**src/rtl/phx_pkg.sv**
```systemverilog
package phx_pkg;

	// operation select
	typedef enum logic {
		PHX_OP_ENCODE,
		PHX_OP_TEXT
	} phx_op_t;

	// control word field positions (encoder)
	localparam int ENC_START_LSB = 0;
	localparam int ENC_COUNT_LSB = 4;
	localparam int ENC_DIR_LSB   = 8;
	localparam int ENC_MODE_LSB  = 12;

	// designator field positions (converter)
	localparam int TXT_DIGIT_LSB  = 0;
	localparam int TXT_COUNT_LSB  = 4;
	localparam int TXT_BYTE_LSB   = 8;
	localparam int TXT_PARITY_LSB = 12;

	// encoder mode codes
	localparam logic [3:0] ENC_MODE_16TO4  = 4'h0;
	localparam logic [3:0] ENC_MODE_256TO8 = 4'h1;

	// parity codes
	localparam logic [3:0] PAR_NONE = 4'h0;
	localparam logic [3:0] PAR_EVEN = 4'h1;
	localparam logic [3:0] PAR_ODD  = 4'h2;

	// character bases
	localparam logic [7:0] CHR_DIGIT_BASE  = 8'h30;
	localparam logic [7:0] CHR_LETTER_BASE = 8'h37;

	// reset values
	localparam logic [15:0] RST_WORD = 16'h0000;

	// request: operation, control/designator, operands
	typedef struct packed {
		phx_op_t     op;
		logic [15:0] ctrl;
		logic [15:0] src_text;
		logic [47:0] dst_prev;
	} phx_req_unused_t;

	typedef struct packed {
		logic          err;
		logic [15:0]   enc_result;
		logic [47:0]   txt_words;
	} phx_res_t;

endpackage

```
**src/rtl/phx_unit.sv**
```systemverilog
`timescale 1ns/10ps
module phx_unit (
	// clock and reset
	input  wire logic            i_ref_clk,
	input  wire logic            i_sys_rst,
	// request
	input  wire logic            i_start,
	input  wire phx_pkg::phx_op_t i_op,
	input  wire logic [15:0]     i_ctrl,
	input  wire logic [511:0]    i_src_words,
	input  wire logic [15:0]     i_text_src,
	input  wire logic [15:0]     i_result_prev,
	input  wire logic [47:0]     i_dest_prev,
	// answer
	output logic                 o_done,
	output logic [15:0]          o_result,
	output logic [47:0]          o_dest,
	output logic                 o_conversion_error_flag
);

	// lowest or highest set bit position of a 16-bit word
	function automatic logic [3:0] pos16(input logic [15:0] w, input logic hi);
		logic [3:0] p;
		p = 4'h0;
		for (int k = 0; k < 16; k++) begin
			if (w[k] && (hi || (p == 4'h0 && !w[0] && k != 0) || (!hi && k == 0)))
				p = 4'(k);
		end
		if (!hi) begin
			p = 4'h0;
			for (int k = 15; k >= 0; k--) begin
				if (w[k])
					p = 4'(k);
			end
		end
		return p;
	endfunction

	// set bit position within a 256-bit field
	function automatic logic [7:0] pos256(input logic [255:0] f, input logic hi);
		logic [7:0] p;
		p = 8'h00;
		if (hi) begin
			for (int k = 0; k < 256; k++) begin
				if (f[k])
					p = 8'(k);
			end
		end else begin
			for (int k = 255; k >= 0; k--) begin
				if (f[k])
					p = 8'(k);
			end
		end
		return p;
	endfunction

	// hex digit to character with parity
	function automatic logic [7:0] to_chr(input logic [3:0] d, input logic [3:0] par);
		logic [7:0] c;
		c = (d < 4'ha) ? (phx_pkg::CHR_DIGIT_BASE + 8'(d)) : (phx_pkg::CHR_LETTER_BASE + 8'(d));
		if (par == phx_pkg::PAR_EVEN)
			c[7] = ^c[6:0];
		else if (par == phx_pkg::PAR_ODD)
			c[7] = ~^c[6:0];
		else
			c[7] = 1'b0;
		return c;
	endfunction

	// control fields
	wire logic [3:0] f_start = i_ctrl[phx_pkg::ENC_START_LSB +: 4];
	wire logic [3:0] f_count = i_ctrl[phx_pkg::ENC_COUNT_LSB +: 4];
	wire logic [3:0] f_dir   = i_ctrl[phx_pkg::ENC_DIR_LSB +: 4];
	wire logic [3:0] f_mode  = i_ctrl[phx_pkg::ENC_MODE_LSB +: 4];
	wire logic       dir_hi  = f_dir[0];

	// designator fields
	wire logic [3:0] t_digit = i_ctrl[phx_pkg::TXT_DIGIT_LSB +: 4];
	wire logic [3:0] t_count = i_ctrl[phx_pkg::TXT_COUNT_LSB +: 4];
	wire logic [3:0] t_byte  = i_ctrl[phx_pkg::TXT_BYTE_LSB +: 4];
	wire logic [3:0] t_par   = i_ctrl[phx_pkg::TXT_PARITY_LSB +: 4];

	wire logic mode4 = (f_mode == phx_pkg::ENC_MODE_16TO4);
	wire logic mode8 = (f_mode == phx_pkg::ENC_MODE_256TO8);

	// encoder control validity
	wire logic enc_ctrl_ok = (f_dir <= 4'h1) &&
		((mode4 && f_start <= 4'h3 && f_count <= 4'h3) ||
		 (mode8 && f_start <= 4'h1 && f_count <= 4'h1));

	// 16-to-4 path
	logic [3:0]  dig_pos [4];
	logic [3:0]  word_zero;
	logic [15:0] res4;
	logic        zero4;

	genvar g;
	generate
		for (g = 0; g < 4; g++) begin : g_word
			assign dig_pos[g]   = pos16(i_src_words[g*16 +: 16], dir_hi);
			assign word_zero[g] = (i_src_words[g*16 +: 16] == phx_pkg::RST_WORD);
		end
	endgenerate

	// each result digit picks the source word that lands on it
	logic [1:0]  dig_src [4];
	logic [3:0]  dig_take;
	logic [3:0]  dig_zero;
	logic [3:0]  res4_dig [4];

	generate
		for (g = 0; g < 4; g++) begin : g_slot4
			assign dig_src[g]  = 2'(4'(g) - f_start);
			assign dig_take[g] = ({2'h0, dig_src[g]} <= f_count);
			assign res4_dig[g] = dig_take[g] ? dig_pos[dig_src[g]] : i_result_prev[g*4 +: 4];
			assign dig_zero[g] = dig_take[g] && word_zero[dig_src[g]];
		end
	endgenerate

	assign res4  = {res4_dig[3], res4_dig[2], res4_dig[1], res4_dig[0]};
	assign zero4 = |dig_zero;

	// 256-to-8 path
	logic [7:0]  rng_pos [2];
	logic [1:0]  rng_zero;
	logic [15:0] res8;
	logic        zero8;

	generate
		for (g = 0; g < 2; g++) begin : g_range
			assign rng_pos[g] = pos256(i_src_words[g*256 +: 256], dir_hi);
			always_comb begin
				rng_zero[g] = 1'b0;
				for (int w = 0; w < 16; w++) begin
					if (i_src_words[g*256 + w*16 +: 16] == phx_pkg::RST_WORD)
						rng_zero[g] = 1'b1;
				end
			end
		end
	endgenerate

	// each result byte picks the range that lands on it
	logic [1:0]  byte_src;
	logic [1:0]  byte_take;
	logic [1:0]  byte_zero;
	logic [7:0]  byte_res [2];

	generate
		for (g = 0; g < 2; g++) begin : g_slot8
			assign byte_src[g]  = 1'(g) ^ f_start[0];
			assign byte_take[g] = ({3'h0, byte_src[g]} <= f_count);
			assign byte_res[g]  = byte_take[g] ? rng_pos[byte_src[g]] : i_result_prev[g*8 +: 8];
			assign byte_zero[g] = byte_take[g] && rng_zero[byte_src[g]];
		end
	endgenerate

	assign res8  = {byte_res[1], byte_res[0]};
	assign zero8 = |byte_zero;

	// converter path
	wire logic txt_ok = (t_digit <= 4'h3) && (t_count <= 4'h3) && (t_byte <= 4'h1) &&
		(t_par <= phx_pkg::PAR_ODD);
	logic [47:0] txt_out;

	// each destination byte picks the digit that lands on it
	logic [3:0]  txt_n   [6];
	logic [5:0]  txt_hit;
	logic [1:0]  txt_sd  [6];
	logic [7:0]  txt_byte [6];

	generate
		for (g = 0; g < 6; g++) begin : g_slot_txt
			assign txt_n[g]    = 4'(g) - {3'h0, t_byte[0]};
			assign txt_hit[g]  = (4'(g) >= {3'h0, t_byte[0]}) && (txt_n[g] <= t_count);
			assign txt_sd[g]   = 2'(t_digit + txt_n[g]);
			assign txt_byte[g] = txt_hit[g] ? to_chr(i_text_src[txt_sd[g]*4 +: 4], t_par)
				: i_dest_prev[g*8 +: 8];
		end
	endgenerate

	assign txt_out = {txt_byte[5], txt_byte[4], txt_byte[3], txt_byte[2], txt_byte[1], txt_byte[0]};

	// answer selection
	wire logic        is_text  = (i_op == phx_pkg::PHX_OP_TEXT);
	wire logic [15:0] enc_res  = mode8 ? res8 : res4;
	wire logic        enc_zero = mode8 ? zero8 : zero4;
	wire logic        err_nxt  = is_text ? !txt_ok : (!enc_ctrl_ok || enc_zero);

	// answer word: new on a request, held otherwise
	logic                 done_r;
	phx_pkg::phx_res_t    res_r;
	phx_pkg::phx_res_t    res_new;
	phx_pkg::phx_res_t    res_nxt;

	assign res_new.err        = err_nxt;
	assign res_new.enc_result = (!is_text && !err_nxt) ? enc_res : i_result_prev;
	assign res_new.txt_words  = (is_text && !err_nxt) ? txt_out : i_dest_prev;
	assign res_nxt            = i_start ? res_new : res_r;

	always_ff @(posedge i_ref_clk) begin
		if (i_sys_rst) begin
			done_r <= 1'b0;
			res_r  <= '0;
		end else begin
			done_r <= i_start;
			res_r  <= res_nxt;
		end
	end

	assign o_done                  = done_r;
	assign o_result                = res_r.enc_result;
	assign o_dest                  = res_r.txt_words;
	assign o_conversion_error_flag = res_r.err;

endmodule // phx_unit

```
**config.mk**
```make
export PLATFORM = sky130hd
export DESIGN_NAME = phx_unit
export DESIGN_NICKNAME = d
export VERILOG_FILES = /design/src/rtl/phx_pkg.sv /design/src/rtl/phx_unit.sv
export SDC_FILE = /design/constraint.sdc
export NUM_CORES = 1
export LEC_CHECK = 0
export BUFFER_PORTS_ARGS = -buffer_cell sky130_fd_sc_hd__buf_2
export CORE_ASPECT_RATIO = 0.5
export CORE_MARGIN = 2
export CORE_UTILIZATION = 25
export DETAILED_ROUTE_END_ITERATION = 16
export HOLD_SLACK_MARGIN = 0.12
export PLACE_DENSITY = 0.57
export SLEW_MARGIN = 20
export SYNTH_ARGS = -nofsm -noshare
export SYNTH_HDL_FRONTEND = slang
export SYNTH_SLANG_ARGS = --single-unit
```
**constraint.sdc**
```tcl
create_clock -name i_ref_clk -period 3.4 [get_ports i_ref_clk]
set_input_delay 0 -clock i_ref_clk [delete_from_list [all_inputs] [get_ports i_ref_clk]]
set_output_delay 0 -clock i_ref_clk [all_outputs]
set_load 0.05 [all_outputs]
```
## Word level (Yosys, flattened, before mapping)

Cells that the tools add are included.

| storage, ports and cells | value |
|---|---|
| flip-flop bits (word level) | 66 |

| operators by class | value |
|---|---|
| bitwise gates (word level) | 7 |
| $lt $le $gt $ge | 37 |
| equal/unequal tests | 2 |
| multiplexer cells | 1249 |
| add/sub/neg operators | 28 |
| shift operators | 6 |
| reduce and logical (&&, ||, !) cells | 306 |

Operator list:

| operator | count |
|---|---|
| $mux 8 | 1036 |
| $logic_not 16->1 | 32 |
| $mux 4 | 116 |
| $logic_not 4->1 | 57 |
| $logic_and 1x1->1 | 133 |
| $shiftx 16x5->4 | 6 |
| $add 6x4->7 const A | 12 |
| $logic_or 1x1->1 | 62 |
| $mux 1 | 60 |
| $mux 48 | 1 |
| $mux 7 | 6 |
| $reduce_xnor 7->1 | 6 |
| $reduce_xor 7->1 | 6 |
| $mux 3 | 12 |
| $bmux 4 s2 | 4 |
| $mux 16 | 2 |
| $le 4x4->1 | 6 |
| $lt 4x4->1 const B | 6 |
| $le 2x4->1 | 4 |
| $mux 2 | 8 |
| $add 2x2->2 | 6 |
| $ge 3x3->1 const B | 4 |
| $le 4x1->1 const B | 3 |
| $le 4x2->1 const B | 3 |
| other kinds (19) | 44 |

## Logic depth before layout (Yosys ltp)

| depth | value |
|---|---|
| word-level depth | 263 |
| depth in mapped cells | 17 |
| depth with buffers taken out | 14 |

## Worst setup path after synthesis

No wires, ideal clock.

| timing path | value |
|---|---|
| path kind | input-to-reg |
| start point | input port i_ctrl[0] |
| end point | register res_r (netlist bit o_result[14]) |
| data required time | 3.283 ns |
| cell stages on the path | 16 |
| arrival | 3.504 ns |
| setup slack | -0.221 ns |
| cell sequence | clkinv_1 > clkbuf_1 > buf_1 > clkbuf_1 > ha_1 > inv_1 > ha_1 > a21oi_1 > o21ai_1 > a221oi_1 > o21a_2 > nand3_4 > and2_1 > buf_2 > o31a_1 > a32o_1 |

| on the way | value |
|---|---|
| longest elaborated chain between the ends | 11 |

Ends and longest elaborated chain:

| element | RTL line | source |
|---|---|---|
| start, declared | phx_unit.sv:9 | `input wire logic [15:0] i_ctrl,` |
| parallel branches: the longest is 10 deep, another holds $le 2x4->1 | n/a |  |
| $mux 16 (*) | phx_unit.sv:196 | `assign res_new.enc_result = (!is_text && !err_nxt) ? enc_res : i_result_prev;` |
| end signal, assigned | phx_unit.sv:206 | `res_r <= res_nxt;` |
| end, declared | phx_unit.sv:191 | `phx_pkg::phx_res_t res_r;` |

Every way passes the cells marked *. The select of a mux whose other input is x is not followed.
A chain may end at the register's enable or synchronous reset.

## Worst setup path in the final report

| timing path | value |
|---|---|
| start point | input port i_src_words[413] |
| end point | register res_r (netlist bit o_result[4]) |

| on the way | value |
|---|---|
| longest elaborated chain between the ends | 165 |

Ends and longest elaborated chain:

| element | RTL line | source |
|---|---|---|
| start, declared | phx_unit.sv:10 | `input wire logic [511:0] i_src_words,` |
| $mux 8 (158 in a row) | phx_unit.sv:50 | `if (f[k])` |
| $mux 8 | phx_unit.sv:43 | `if (hi) begin` |
| $mux 8 (implied by the code) (3 in a row) | phx_unit.sv:152 | `assign byte_res[g] = byte_take[g] ? rng_pos[byte_src[g]] : i_result_prev[g*8 +: 8];` |
| $mux 8 | phx_unit.sv:152 |  |
| $mux 16 | phx_unit.sv:185 | `wire logic [15:0] enc_res = mode8 ? res8 : res4;` |
| $mux 16 (*) | phx_unit.sv:196 |  |

Mark *: on every way between the ends. The rest lies on a longest branch, timed or not. The select of a mux whose other input is x is not followed.

==> impl_metrics.tcl <==
set metrics [dict create \
    synth_seq_cells 66 \
    layout.cells.non_filler 4776 \
    final_nets 4374 \
    tightest_slew_ns 1.07 \
    p_leak_nw 9.69 \
    clock_latency_ns 0.35 \
    fill_cells 8041 \
    ys_seq_area_frac 0.0721 \
    cts_tree "done" \
    reg2reg_from "o_result[10]" \
    grt_overflow 0 \
    r2r_cells 5 \
    grt_pass1_wl_microns 161000 \
    drtAntennaViolNets 0 \
    drive_gt1_frac 0.241 \
    area_delta_synth_final_pct 34.3 \
    placed_cells 4639 \
    async_reset_ff_frac 0 \
    synth-edff-count 0 \
    cap_viol_max_count 0 \
    path_cells "buf_2, or4_1, or4_4, nand4_2, nor4_2, buf_4, o221a_2, o211ai_2, buf_4, nand2_2, o31a_1, o31ai_1, dlygate4sd3_1" \
    die_width_microns 387 \
    mappedNetlistArea_sq_um 18300 \
    cp.arrival_ns 3.59 \
    drt-total-wl_microns 108000 \
    drc_errors 0 \
    rsz0062_at_grt "true" \
    critical-path-max-stage-delay_ns 0.62 \
    start_kind "input pin" \
    tns_ns 0 \
    synth_top_area_frac 0.0978 \
    setup_viol 0 \
    cts_buffer_depth 2 \
    via_per_inst 5.85 \
    min_path_type "in2reg" \
    grt_max_degree 71 \
    hold_start "i_ctrl[5]" \
    drv_slew 0 \
    synthDistinctLibCells 101 \
    status "finished clean" \
    fin_crit_sh 0.970 \
    slowest_stage "or4_1" \
    synth_area_per_cell_sq_um 6.20 \
    hpwlAfterDp_microns 91900 \
    place_congestion 0.994 \
    fin_util 0.338 \
    first_iter_violations 2805 \
    wl_per_cell_microns 22.6 \
    p_per_area_nw_per_um2 189 \
    finalCriticalPeriod_ns 3.30 \
    maxSlewHeadroom 0.269 \
    finalClockSkew_ns 0 \
    first_global_vias 26255 \
    ioPinCount 678 \
    cts.sinks 66 \
    numCtsBuffers 9 \
    crit_start "i_src_words[413]" \
    portBuffers 677 \
    max_freq_mhz 303 \
    end_kind "flip-flop" \
    cp_max_fo 12 \
    track_usage 0.268 \
    synthTopCellsByArea "nor2_1, a21oi_1, dfxtp_1" \
    dieArea_sq_um 75600 \
    synth_cells 2955 \
    antenna_found_initial 67 \
    die_h_microns 195 \
    vias 27920 \
    ctsHtreeMaxLevel 3 \
    ys.flop_type "dfxtp_1" \
    firstDrtPassIters 6 \
    holdPathStages 4 \
    synth-warning-count 0 \
    num_rows 70 \
    synth_top_cell_by_area "nor2_1" \
    cp.required_ns 3.69 \
    multi_input_area_sq_um 16000 \
    start_util 0.252 \
    post-cts-setup-buffers 0 \
    core_area_sq_um 72800 \
    path_clk_slew_ns 0.06 \
    seq_area_sq_um 1320 \
    crit_type "in2reg" \
    finalHoldViolCount 0 \
    crit_top_cell "buf_4" \
    peakVddDrop_uv 206 \
    cts_root_buf "clkbuf_16" \
    synth_nets 3588 \
]
-- critical path, delay by kind of cell --
family	cells	cell delay, ns
AO/OA/AOI/OAI	4	0.92
buffers and inverters	4	1.09
AND/OR/NAND/NOR	5	1.57
-- cells in the mapped netlist (37+ instances only) --
cell type  instances
nor4_1           164
nor3_1           163
a211oi_1          49
or4_1             74
clkbuf_1          60
o31ai_1           97
nand2b_1          37
o211ai_1          43
dfxtp_1           66
nor2b_1           61
o2111ai_1         39
o21ai_0          212
nand2_1          162
mux2i_1           49
nor2_1           477
inv_1            186
a21oi_1          334
nand3_1           93
-- where the power goes --
part           switching, mW  internal [mW]  total [mW]
Combinational           1.71          0.992        2.70
Clock                  0.424          0.672        1.10
Sequential            0.0301          0.823       0.853
Total                   2.17           2.49        4.65
-- registers in the layout, indices dropped and copies added, names as in the netlist --
register                 count
o_dest                      48
o_result                    16
o_conversion_error_flag      1
o_done                       1
-- final timing paths --
path,to,slack [ns]
worst max-delay path,o_result[4],0.10
worst min-delay path,o_dest[28],0.14
worst max register to register,o_result[10],2.06
worst min register to register,o_result[12],0.45
-- layout by cell type (no fill, tap or decap), types with 16 or more instances in the layout --
cell type,count
buf_2,677
nor2_1,477
a21oi_1,333
o21ai_0,212
inv_1,186
nor4_1,163
nor3_1,162
nand2_1,162
buf_4,115
o31ai_1,97
nand3_1,93
or4_1,74
dfxtp_1,66
dlygate4sd3_1,63
nor2b_1,61
diode_2,58
mux2i_1,49
a211oi_1,49
o211ai_1,43
o2111ai_1,39
nand2b_1,37
nand4_1,35
a2111oi_0,32
a21o_1,28
o21a_1,22
ha_1,21
mux4_2,20
a31oi_1,20
o21bai_1,19
a221oi_1,18
xnor2_1,17
o21ai_1,17
or3_1,17
o221ai_1,16
o311ai_0,16
-- area by class of cell --
type | instances | area share
Multi-Input combinational cell | 2618 | 0.648
Timing Repair Buffer | 857 | 0.200
Sequential cell | 66 | 0.0537
Tap cell | 972 | 0.0494
Inverter | 189 | 0.0288
Clock buffer | 10 | 0.00971
Antenna cell | 58 | 0.00590
Clock inverter | 6 | 0.00387
-- routing by layer --
layer  wire length (microns)  track usage  up-vias
li1                        -            -    13230
met3                    7880       0.0404      177
met2                   51800        0.461     1226
met1                   44800        0.342    13273
met5                      83            0        -
met4                    3360       0.0930       14
-- cell families after synthesis --
family | synth area share
AND/OR/NAND/NOR | 0.399
adder cells (fa/ha/maj) | 0.0143
multiplexers | 0.0538
buffers and inverters | 0.0586
flip-flops | 0.0721
XOR/XNOR | 0.00950
AO/OA/AOI/OAI | 0.393
-- what timing repair did --
item / 4_1_cts / 5_1_grt
resized for setup: 0 / 4
endpoints found under the setup margin: 0 / 3
hold buffers: 63 / 0
hold endpoints to repair: 58 / 0
-- stage by stage --
stage	instance area (sq um)	total power, mW	setup slack (ns)	hold slack [ns]
after floorplan	18300	2.21	0.00348	0.148
after global placement	23500	3.42	0.0891	0.236
after detailed placement	23500	3.44	0.0421	0.241
after CTS	24400	4.60	0.131	0.131
after global routing	24600	4.91	-0.0363	0.195
final	24600	4.65	0.103	0.145
(Power assumes the default switching activity.)
